$ cat src/logic/pfd_pkg.sv
/*
 * pfd_pkg: constants for the peripheral frame decoder, covering the address ranges,
 * their frames and protection classes, the local identification registers and the
 * state encoding.
 * Assumes a word-addressed (16-bit word) 22-bit CPU data address space.
 */
package pfd_pkg;

  // ----------------------------------------------------------------
  // widths
  // ----------------------------------------------------------------
  localparam int AW = 22;  // word address width
  localparam int DW = 32;  // widest data access

  // ----------------------------------------------------------------
  // frame codes and protection classes
  // ----------------------------------------------------------------
  localparam logic [1:0] FRM_NONE = 2'h0;
  localparam logic [1:0] FRM_0    = 2'h1;
  localparam logic [1:0] FRM_1    = 2'h2;
  localparam logic [1:0] FRM_2    = 2'h3;

  localparam logic [1:0] PROT_NO   = 2'h0;  // freely writable
  localparam logic [1:0] PROT_YES  = 2'h1;  // whole block needs unlock
  localparam logic [1:0] PROT_PART = 2'h2;  // per-register, peripheral says which
  localparam logic [1:0] PROT_FLSH = 2'h3;  // unlock plus security unit open

  // ----------------------------------------------------------------
  // special windows
  // ----------------------------------------------------------------
  localparam logic [AW-1:0] EMU_LO     = 22'h000880;
  localparam logic [AW-1:0] EMU_HI     = 22'h000984;
  localparam logic [AW-1:0] PWR_LO     = 22'h000985;
  localparam logic [AW-1:0] PWR_HI     = 22'h000987;
  localparam logic [AW-1:0] FLASH_LO   = 22'h000A80;
  localparam logic [AW-1:0] FLASH_HI   = 22'h000ADF;
  localparam logic [AW-1:0] KEY_LO     = 22'h000AE0;
  localparam logic [AW-1:0] KEY_HI     = 22'h000AEF;
  localparam logic [AW-1:0] A2C_RAM_LO = 22'h001480;
  localparam logic [AW-1:0] A2C_RAM_HI = 22'h0014FF;
  localparam logic [AW-1:0] C2A_RAM_LO = 22'h001500;
  localparam logic [AW-1:0] C2A_RAM_HI = 22'h00157F;
  localparam logic [AW-1:0] NMIWD_LO   = 22'h007060;
  localparam logic [AW-1:0] NMIWD_HI   = 22'h00706F;

  // ----------------------------------------------------------------
  // local registers
  // ----------------------------------------------------------------
  localparam logic [AW-1:0] ADDR_DEVCFG_LO = 22'h000880;
  localparam logic [AW-1:0] ADDR_DEVCFG_HI = 22'h000881;
  localparam logic [AW-1:0] ADDR_CLASS     = 22'h000882;
  localparam logic [AW-1:0] ADDR_REV       = 22'h000883;
  localparam logic [AW-1:0] ADDR_PART      = 22'h3D7E80;
  localparam logic [31:0]   DEVCFG_RST     = 32'h0000_0000;

  // ----------------------------------------------------------------
  // range table: low, high, frame, protection
  // ----------------------------------------------------------------
  localparam int NR = 33;
  localparam logic [AW-1:0] RNG_LO [NR] = '{
    22'h000880, 22'h000985, 22'h000A80, 22'h000AE0, 22'h000B00, 22'h000C00, 22'h000CE0,
    22'h000D00, 22'h001400, 22'h001480, 22'h001500,
    22'h006000, 22'h006400, 22'h006420, 22'h006800, 22'h006840, 22'h006880, 22'h0068C0,
    22'h006900, 22'h006940, 22'h006980, 22'h006A00, 22'h006B00, 22'h006C00, 22'h006F80,
    22'h007010, 22'h007040, 22'h007050, 22'h007060, 22'h007070, 22'h007100, 22'h007900,
    22'h007740};
  localparam logic [AW-1:0] RNG_HI [NR] = '{
    22'h000984, 22'h000987, 22'h000ADF, 22'h000AEF, 22'h000B0F, 22'h000C3F, 22'h000CFF,
    22'h000DFF, 22'h00147F, 22'h0014FF, 22'h00157F,
    22'h0061FF, 22'h00641F, 22'h00643F, 22'h00683F, 22'h00687F, 22'h0068BF, 22'h0068FF,
    22'h00693F, 22'h00697F, 22'h0069BF, 22'h006A1F, 22'h006B3F, 22'h006C7F, 22'h006FFF,
    22'h00702F, 22'h00704F, 22'h00705F, 22'h00706F, 22'h00707F, 22'h00717F, 22'h00793F,
    22'h00774F};
  localparam logic [1:0] RNG_FRM [NR] = '{
    FRM_0, FRM_0, FRM_0, FRM_0, FRM_0, FRM_0, FRM_0, FRM_0, FRM_0, FRM_0, FRM_0,
    FRM_1, FRM_1, FRM_1, FRM_1, FRM_1, FRM_1, FRM_1, FRM_1, FRM_1, FRM_1, FRM_1,
    FRM_1, FRM_1, FRM_1,
    FRM_2, FRM_2, FRM_2, FRM_2, FRM_2, FRM_2, FRM_2, FRM_2};
  localparam logic [1:0] RNG_PROT [NR] = '{
    PROT_YES, PROT_YES, PROT_FLSH, PROT_YES, PROT_NO, PROT_NO, PROT_NO, PROT_NO,
    PROT_YES, PROT_NO, PROT_NO,
    PROT_PART, PROT_PART, PROT_PART, PROT_PART, PROT_PART, PROT_PART, PROT_PART,
    PROT_PART, PROT_PART, PROT_PART, PROT_NO, PROT_PART, PROT_PART, PROT_PART,
    PROT_YES, PROT_NO, PROT_NO, PROT_YES, PROT_YES, PROT_PART, PROT_PART, PROT_NO};

  // ----------------------------------------------------------------
  // access sequencer states, gray along idle-issue-high-done
  // ----------------------------------------------------------------
  typedef enum logic [1:0] {
    ST_IDLE  = 2'b00,
    ST_ISSUE = 2'b01,
    ST_HIGH  = 2'b11,
    ST_DONE  = 2'b10
  } pfd_state_t;

endpackage : pfd_pkg

$ cat src/logic/pfd_frame_decoder.sv
/*
 * pfd_frame_decoder: steers master accesses into the three peripheral frames, gates
 * protected writes, filters message-RAM writes and serves the identification registers.
 * Assumes all request inputs come from logic on ref_clk_i and that the addressed
 * peripheral answers part_prot_i and its read data combinationally.
 * Blocked writes still ack, in the same cycles.
 */
// What this block does
// - frame 0 direct, frame 1 32-bit, frame 2 16-bit
// - frame 0 takes 16- and 32-bit accesses
// - protected writes ignored until unlock instruction
// - lock instruction blocks protected writes again
// - main CPU writes to accelerator-out RAM dropped
// - accelerator writes to CPU-out RAM dropped
// - power control block mapped and protected
// - flash registers protected and need security unlocked
// - security key block mapped and protected
// - watchdog interrupt block in frame 2, protected
// - partial blocks gate only selected registers
// - read-only part code, writes ignored
// - emulation block mapped and protected
`timescale 1ns/100ps
module pfd_frame_decoder
  import pfd_pkg::*;
#(
  // id codes
  parameter logic [15:0] CLASS_CODE = 16'h0055,  // arbitrary value
  parameter logic [15:0] REV_CODE   = 16'h0001,  // arbitrary value
  parameter logic [15:0] PART_CODE  = 16'h005A   // arbitrary value
) (
  input  wire logic          ref_clk_i,       // system clock
  input  wire logic          sys_rst_i,       // synchronous reset, active high
  // master side
  input  wire logic          bus_req_i,       // access request, taken when ready
  input  wire logic          bus_accel_i,     // requester is the accelerator
  input  wire logic          bus_wr_i,        // 1 write, 0 read
  input  wire logic          bus_wide_i,      // 32-bit access (even address)
  input  wire logic [AW-1:0] bus_addr_i,      // word address
  input  wire logic [DW-1:0] bus_wdata_i,     // write data, low half for 16-bit
  // gate inputs
  input  wire logic          part_prot_i,     // addressed register needs unlock
  input  wire logic          unlock_instr_i,  // write_unlock_instruction executed
  input  wire logic          lock_instr_i,    // write_lock_instruction executed
  input  wire logic          csu_unlocked_i,  // code_security_unit open
  // frame read data
  input  wire logic [31:0]   f0_rdata_i,      // frame 0 read data
  input  wire logic [31:0]   f1_rdata_i,      // frame 1 read data
  input  wire logic [15:0]   f2_rdata_i,      // frame 2 read data
  // answers to the master
  output logic               bus_ready_o,     // may take a request
  output logic               bus_ack_o,       // access complete, one cycle
  output logic [DW-1:0]      bus_rdata_o,     // read data with ack
  output logic               unlocked_o,      // protected writes allowed
  // frame side, held until next take; a frame 2 wide access steps the address and half-word, selects pulse
  output logic [AW-1:0]      frm_addr_o,      // address to the frames
  output logic [31:0]        frm_wdata_o,     // write data to frames 0 and 1
  output logic               frm_wide_o,      // 32-bit access to frames 0 and 1
  output logic               frm_wr_o,        // write strobe qualifier
  output logic               f0_sel_o,        // frame 0 select, one cycle
  output logic               f1_sel_o,        // frame 1 select, one cycle
  output logic               f2_sel_o,        // frame 2 select, one cycle per half-word
  output logic [15:0]        f2_wdata_o       // frame 2 write half-word
);

  // ----------------------------------------------------------------
  // state
  // ----------------------------------------------------------------
  // one record: reset and next copy cannot drift
  typedef struct packed {
    // sequencer and answers
    pfd_state_t    st;      // sequencer
    logic          ready;   // idle copy for the port
    logic          ack;     // completion pulse
    logic [31:0]   rdata;   // captured read data
    logic          unlock;  // protection gate open
    logic [31:0]   devcfg;  // device_configuration
    logic [1:0]    frame;   // target frame of the access
    logic          lcl;     // served by local registers
    logic          wr_ok;   // write allowed to land
    logic          rd_ok;   // read allowed to return data
    // held request, kept until next take; the frame 2 high half steps addr and f2_wd, selects pulse
    logic [AW-1:0] addr;
    logic [31:0]   wdata;
    logic          wide;
    logic          wr;
    logic          f0_sel;
    logic          f1_sel;
    logic          f2_sel;
    logic [15:0]   f2_wd;
  } pfd_regs_t;

  // the two copies of the record
  pfd_regs_t s_reg;   // registered state
  pfd_regs_t s_next;  // next state

  // ----------------------------------------------------------------
  // address classification
  // ----------------------------------------------------------------
  // live request verdicts
  logic [1:0] hit_frm;   // frame of the request address
  logic [1:0] hit_prot;  // protection class
  logic       hit_lcl;   // local identification register
  logic       gate_ok;   // protection gate passes a write
  logic       ram_ok;    // message RAM filter passes a write
  logic       csu_ok;    // security unit allows the access

  // range walk; no ranges overlap so the order does not matter
  // a linear walk keeps the table editable
  // a miss leaves frame none: silent finish
  always_comb begin
    hit_frm  = FRM_NONE;
    hit_prot = PROT_NO;
    for (int i = 0; i < NR; i++) begin
      if (bus_addr_i >= RNG_LO[i] && bus_addr_i <= RNG_HI[i]) begin
        hit_frm  = RNG_FRM[i];
        hit_prot = RNG_PROT[i];
      end
    end
    // part code lies outside every frame; id words sit inside the emulation block
    hit_lcl = (bus_addr_i == ADDR_PART) ||
              (bus_addr_i >= ADDR_DEVCFG_LO && bus_addr_i <= ADDR_REV);
  end

  // write and read permission for the incoming request
  // verdicts settle in the take cycle
  // and the sequencer only stores them
  always_comb begin
    case (hit_prot)
      PROT_YES:  gate_ok = s_reg.unlock;
      PROT_PART: gate_ok = s_reg.unlock || !part_prot_i;
      PROT_FLSH: gate_ok = s_reg.unlock && csu_unlocked_i;
      default:   gate_ok = 1'b1;
    endcase
    // flash is unreadable while the security unit is shut
    csu_ok = (hit_prot != PROT_FLSH) || csu_unlocked_i;
    ram_ok = 1'b1;
    if (bus_addr_i >= A2C_RAM_LO && bus_addr_i <= A2C_RAM_HI) begin
      ram_ok = bus_accel_i;
    end else if (bus_addr_i >= C2A_RAM_LO && bus_addr_i <= C2A_RAM_HI) begin
      ram_ok = !bus_accel_i;
    end
  end

  // ----------------------------------------------------------------
  // local register read
  // ----------------------------------------------------------------
  logic [31:0] lcl_rd;  // local read data for the held access

  // a wide read at an even address returns the pair, low word first
  // id words are parameters: writes cannot reach
  // them; only the config word has storage
  always_comb begin
    case (s_reg.addr)
      ADDR_DEVCFG_LO: lcl_rd = s_reg.wide ? s_reg.devcfg : {16'h0000, s_reg.devcfg[15:0]};
      ADDR_DEVCFG_HI: lcl_rd = {16'h0000, s_reg.devcfg[31:16]};
      ADDR_CLASS:     lcl_rd = s_reg.wide ? {REV_CODE, CLASS_CODE} : {16'h0000, CLASS_CODE};
      ADDR_REV:       lcl_rd = {16'h0000, REV_CODE};
      ADDR_PART:      lcl_rd = {16'h0000, PART_CODE};
      default:        lcl_rd = 32'h0000_0000;
    endcase
  end

  // ----------------------------------------------------------------
  // next state
  // ----------------------------------------------------------------
  // pulses drop every cycle unless raised
  // below; all else holds by default
  always_comb begin
    s_next        = s_reg;
    s_next.ack    = 1'b0;
    s_next.f0_sel = 1'b0;
    s_next.f1_sel = 1'b0;
    s_next.f2_sel = 1'b0;

    // the gate is a level; the pulses move it
    // lock wins if both instructions land together: the safe side
    if (lock_instr_i) begin
      s_next.unlock = 1'b0;
    end else if (unlock_instr_i) begin
      s_next.unlock = 1'b1;
    end

    // sequencer: idle, issue, high, done
    case (s_reg.st)
      // take a request and launch the first frame cycle
      ST_IDLE: begin
        // ready is high here, so req alone takes
        if (bus_req_i) begin
          s_next.st     = ST_ISSUE;
          s_next.ready  = 1'b0;
          s_next.addr   = bus_addr_i;
          s_next.wdata  = bus_wdata_i;
          s_next.wide   = bus_wide_i;
          s_next.wr     = bus_wr_i;
          s_next.lcl    = hit_lcl;
          s_next.frame  = hit_lcl ? FRM_NONE : hit_frm;
          s_next.wr_ok  = gate_ok && ram_ok && hit_frm != FRM_NONE;
          s_next.rd_ok  = csu_ok;
          // no stale data on a blocked read
          s_next.rdata  = 32'h0000_0000;
          // a blocked write still runs the full sequence, only the strobe is held off
          if (!hit_lcl && (!bus_wr_i || (gate_ok && ram_ok)) && csu_ok) begin
            s_next.f0_sel = hit_frm == FRM_0;
            s_next.f1_sel = hit_frm == FRM_1;
            s_next.f2_sel = hit_frm == FRM_2;
          end
          // frame 2 starts on the low half
          s_next.f2_wd  = bus_wdata_i[15:0];
        end
      end
      // frames answer during the select cycle
      ST_ISSUE: begin
        // narrow reads keep the low half
        case (s_reg.frame)
          FRM_0:   s_next.rdata = s_reg.wide ? f0_rdata_i : {16'h0000, f0_rdata_i[15:0]};
          FRM_1:   s_next.rdata = s_reg.wide ? f1_rdata_i : {16'h0000, f1_rdata_i[15:0]};
          FRM_2:   s_next.rdata = {16'h0000, f2_rdata_i};
          default: s_next.rdata = s_reg.lcl ? lcl_rd : 32'h0000_0000;
        endcase
        // shut security hides flash data
        if (!s_reg.rd_ok) begin
          s_next.rdata = 32'h0000_0000;
        end
        // local writes: only the configuration word is writable, part code ignores them
        // gate verdict as it stood at the take edge
        if (s_reg.lcl && s_reg.wr && s_reg.wr_ok) begin
          if (s_reg.addr == ADDR_DEVCFG_LO) begin
            s_next.devcfg[15:0] = s_reg.wdata[15:0];
            if (s_reg.wide) begin
              s_next.devcfg[31:16] = s_reg.wdata[31:16];
            end
          end else if (s_reg.addr == ADDR_DEVCFG_HI) begin
            s_next.devcfg[31:16] = s_reg.wdata[15:0];
          end
        end
        // the 16-bit frame splits a wide access into two half-word cycles
        if (s_reg.frame == FRM_2 && s_reg.wide) begin
          s_next.st     = ST_HIGH;
          s_next.addr   = s_reg.addr + 22'h000001;
          s_next.f2_wd  = s_reg.wdata[31:16];
          s_next.f2_sel = s_reg.rd_ok && (!s_reg.wr || s_reg.wr_ok);
        end else begin
          s_next.st  = ST_DONE;
          s_next.ack = 1'b1;
        end
      end
      // second half-word of a frame 2 wide access
      // its select was raised on the way in
      ST_HIGH: begin
        s_next.rdata[31:16] = s_reg.rd_ok ? f2_rdata_i : 16'h0000;
        s_next.st  = ST_DONE;
        s_next.ack = 1'b1;
      end
      // one turnaround cycle before the next request
      // keeps back-to-back takes apart
      ST_DONE: begin
        s_next.st    = ST_IDLE;
        s_next.ready = 1'b1;
      end
      // stray codes fall back to idle
      default: begin
        s_next.st    = ST_IDLE;
        s_next.ready = 1'b1;
      end
    endcase
  end

  // ----------------------------------------------------------------
  // registers
  // ----------------------------------------------------------------
  // reset shuts the gate and raises ready,
  // so a take may follow at once
  always_ff @(posedge ref_clk_i) begin
    if (sys_rst_i) begin
      s_reg        <= '0;
      s_reg.st     <= ST_IDLE;
      s_reg.ready  <= 1'b1;
      s_reg.devcfg <= DEVCFG_RST;
    end else begin
      s_reg <= s_next;
    end
  end

  // ----------------------------------------------------------------
  // outputs, all from flops
  // ----------------------------------------------------------------
  // plain copies of flops, no logic after
  assign bus_ready_o = s_reg.ready;
  assign bus_ack_o   = s_reg.ack;
  assign bus_rdata_o = s_reg.rdata;
  assign unlocked_o  = s_reg.unlock;
  assign frm_addr_o  = s_reg.addr;
  assign frm_wdata_o = s_reg.wdata;
  assign frm_wide_o  = s_reg.wide;
  assign frm_wr_o    = s_reg.wr;
  assign f0_sel_o    = s_reg.f0_sel;
  assign f1_sel_o    = s_reg.f1_sel;
  assign f2_sel_o    = s_reg.f2_sel;
  assign f2_wdata_o  = s_reg.f2_wd;

endmodule : pfd_frame_decoder

$ cat config.mk
export PLATFORM = sky130hd
export DESIGN_NAME = pfd_frame_decoder
export DESIGN_NICKNAME = d
export VERILOG_FILES = /design/src/logic/pfd_pkg.sv /design/src/logic/pfd_frame_decoder.sv
export SDC_FILE = /design/constraint.sdc
export NUM_CORES = 1
export LEC_CHECK = 0
export BUFFER_PORTS_ARGS = -buffer_cell sky130_fd_sc_hd__buf_2
export CAP_MARGIN = 20
export CORE_ASPECT_RATIO = 0.9
export CORE_MARGIN = 4
export CORE_UTILIZATION = 48
export CTS_CLUSTER_DIAMETER = 40
export DETAILED_ROUTE_END_ITERATION = 10
export PLACE_DENSITY_LB_ADDON = 0.15
export SLEW_MARGIN = 20
export SYNTH_ARGS = -nofsm -noshare
export SYNTH_HDL_FRONTEND = slang
export SYNTH_SLANG_ARGS = --single-unit
$ cat constraint.sdc
create_clock -name ref_clk_i -period 2.3 [get_ports ref_clk_i]
set_input_delay 0.23 -clock ref_clk_i [delete_from_list [all_inputs] [get_ports ref_clk_i]]
set_output_delay 0.23 -clock ref_clk_i [all_outputs]
set_load 0.05 [all_outputs]
==> impl_metrics.ini <==
[run_status]
status = finished, final reports clean

[run]
max_cap_violations = 0

[synth]
postSynthAreaPerCell_sq_um = 7.52
ys_types = 69
synth_top_area_share_pct = 33.4
synth_edf_count = 0
syn_area_sq_um = 8930
ys.flop_type = dfxtp_1
yosysTopAreaCell = dfxtp_1
synth_area_leaders = dfxtp_1 (33%), a21oi_1 (10%), buf_4 (8.6%), nand2_1 (7.1%), nor2_1 (3.9%)
ys_ff_latch = 149
yosys_warnings = 0
synthMostInstantiatedCell = a21oi_1
synth_fp_nets = 1336
synthArstFlopShare_pct = 0
synth_cells = 1188
yosys-top-cells-count = a21oi_1 (182), nand2_1 (169), dfxtp_1 (149)
seq_area_frac_synth_pct = 33.4

[global_routing]
gr-max-usage-layer = met1
grt_use_total_pct = 29.5
grt_pass1_wl_mm = 49.5
grt_max_degree = 61
grt-ovfl-total = 0
grt_use_met2_pct = 41.6
grt_pass1_vias = 8634
grtUsageMet1_pct = 44.7
grt_antenna_before_repair = 2
grt_util_met3_pct = 7.88

[drt]
vias_per_cell = 5.86
avgRoutedWirePerCell_um = 19.7
drtPass1Iterations = 5
drt_wl_total_mm = 32.1
drtIter0Drc = 921
num_vias = 9528
ant_nets = 0
drcViolationCount = 0

[floorplan]
die_area_sq_um = 20900
die_w_um = 152
start_util_pct = 48.7
die_y_um = 137
core_area_sq_um = 18300
io_pins = 254
std_cell_rows = 47

[final_layout]
final_util_pct = 59.2
drive_above_1_share_pct = 30.0
fin_area_sq_um = 10900
nNetsFinal = 1518
instances_no_fill = 1627
n_antenna_cell = 0
nFillCells = 1788
area.growth.synth_to_final_pct = 21.6
largest_register_ff_count = 39

[sta]
clock_skew_ns = 0.0131
max_slew_margin_pct = 52.4
hold_viol = 0
setup_viol = 0
fin_crit_sh_pct = 97.9
slew_viol_final = 0
min_period_ns = 2.25
clock.fmax_mhz = 444
whs_ns = 0.0378
tightest_slew_ns = 0.714

[pwr]
peakVddDrop_mv = 0.506
power_mw = 7.01
p_leak_nw = 4.32
powerDensity_nw_per_um2 = 645

[min_path]
holdCritPathClass = primary input to flip-flop
hold_start = bus_wdata_i[29]
hold_path_end = frm_wdata_o[29]
holdPathStages = 3

[setup_path]
endpoint_kind = flip-flop
arrival_ns = 2.60
startpoint = frm_addr_o[12]
worstPathRequired_ns = 2.65
r2r_slack_ns = 0.05
crit_fanout = 15
cp-start-kind = flip-flop
rr_startpoint = frm_addr_o[12]
r2r_cells = 8
crit_type = flip-flop to flip-flop
worstReg2RegEnd = bus_rdata_o[26]

[placement]
gp_congestion = 0.959
hpwl_mm = 24.2
placed_cell_area_sq_um = 10200
port_buffers = 253
dp.cells = 1594

[clock_tree]
cts_tree = built
clk_pin_slew_worst_paths_ns = 0.07
cts_buffers = 17
cts_max_level = 4
worst_skew_pair.late_latency_ns = 0.43
cts_root_buf = clkbuf_16
clockBufferDepth = 2
cts.sinks = 149
[where the power goes]
| group | total, mW | switching (mW) | internal [mW] |
|---|---|---|---|
| clock network | 2.74 | 1.19 | 1.55 |
| registers | 2.80 | 0.112 | 2.69 |
| logic | 1.47 | 0.995 | 0.472 |
[critical path: stages, from the launching register on]
cell and delay (ns):
dfxtp_1 0.32, nor4b_1 0.32, nand3_1 0.22, nor3_4 0.34, and3_4 0.24, buf_12 0.13, a21oi_1 0.06, or3_1 0.39
a21oi_1 0.16
[through the flow]
stage | TNS (ns) | setup slack [ns]
floorplan | 0 | 0.124
global placement | 0 | 0.0281
detailed placement | 0 | 0.0162
CTS | 0 | 0.0409
global route | -0.00986 | -0.00647
finish | 0 | 0.0485
[final cells by class]
type | instances | area [sq um] | share of cell area, %
inverters | 17 | 63.8 | 0.587
well taps | 245 | 307 | 2.82
clock inverters | 13 | 136 | 1.26
multi-input cells | 827 | 4800 | 44.2
repair buffers | 358 | 2130 | 19.6
clock buffers | 18 | 439 | 4.04
flip-flops and latches | 149 | 2990 | 27.5
[layer usage]
metal / vias to the layer above / part of all wire [%]
met4: 4 / 1.3
li1: 4577 / -
met2: 465 / 41
met3: 35 / 9.3
met5: - / 0.097
met1: 4447 / 48
[worst max-delay path by stage]
stage / cells past startpoint / slack, ns / endpoint
global placement: 8 / 0.03 / s_reg[76]
global route: 8 / -0.006 / bus_rdata_o[19]
finish: 8 / 0.05 / bus_rdata_o[26]
detailed placement: 9 / 0.02 / s_reg[76]
CTS: 9 / 0.04 / bus_rdata_o[26]
floorplan: 10 / 0.12 / bus_rdata_o[31]
[repair_timing]
action / CTS / global route
setup endpoints to repair: 0 / 37
hold endpoints to repair: 1 / 0
resized for setup: 0 / 10
hold buffers: 1 / 0
buffers inserted: 0 / 1
[cell usage in the layout (no fill, tap or decap), drive strengths merged, types with 15 or more instances in the layout]
cell	Yosys	routed
a21oi	182	182
mux2i	33	33
inv	17	25
nand3	23	23
buf	116	357
a211oi	29	29
dfxtp	149	149
clkbuf	79	18
a222oi	17	17
or3	18	18
a22oi	20	20
nor2	94	94
a221oi	15	15
o21ai	31	31
nand2	169	169
nor3	30	30
[kinds of logic after synthesis]
logic type | count (synthesis) | share of synthesized area, %
muxes | 33 | 3.70
xor gates and xnor gates | 8 | 0.784
DFF | 149 | 33.4
AOI/OAI and AO/OA | 363 | 25.7
buffers and inverters | 212 | 13.4
adders and majority gates | 4 | 0.560
and+or+nand+nor | 419 | 22.5
Note: power is estimated with default switching activity, not from simulation.
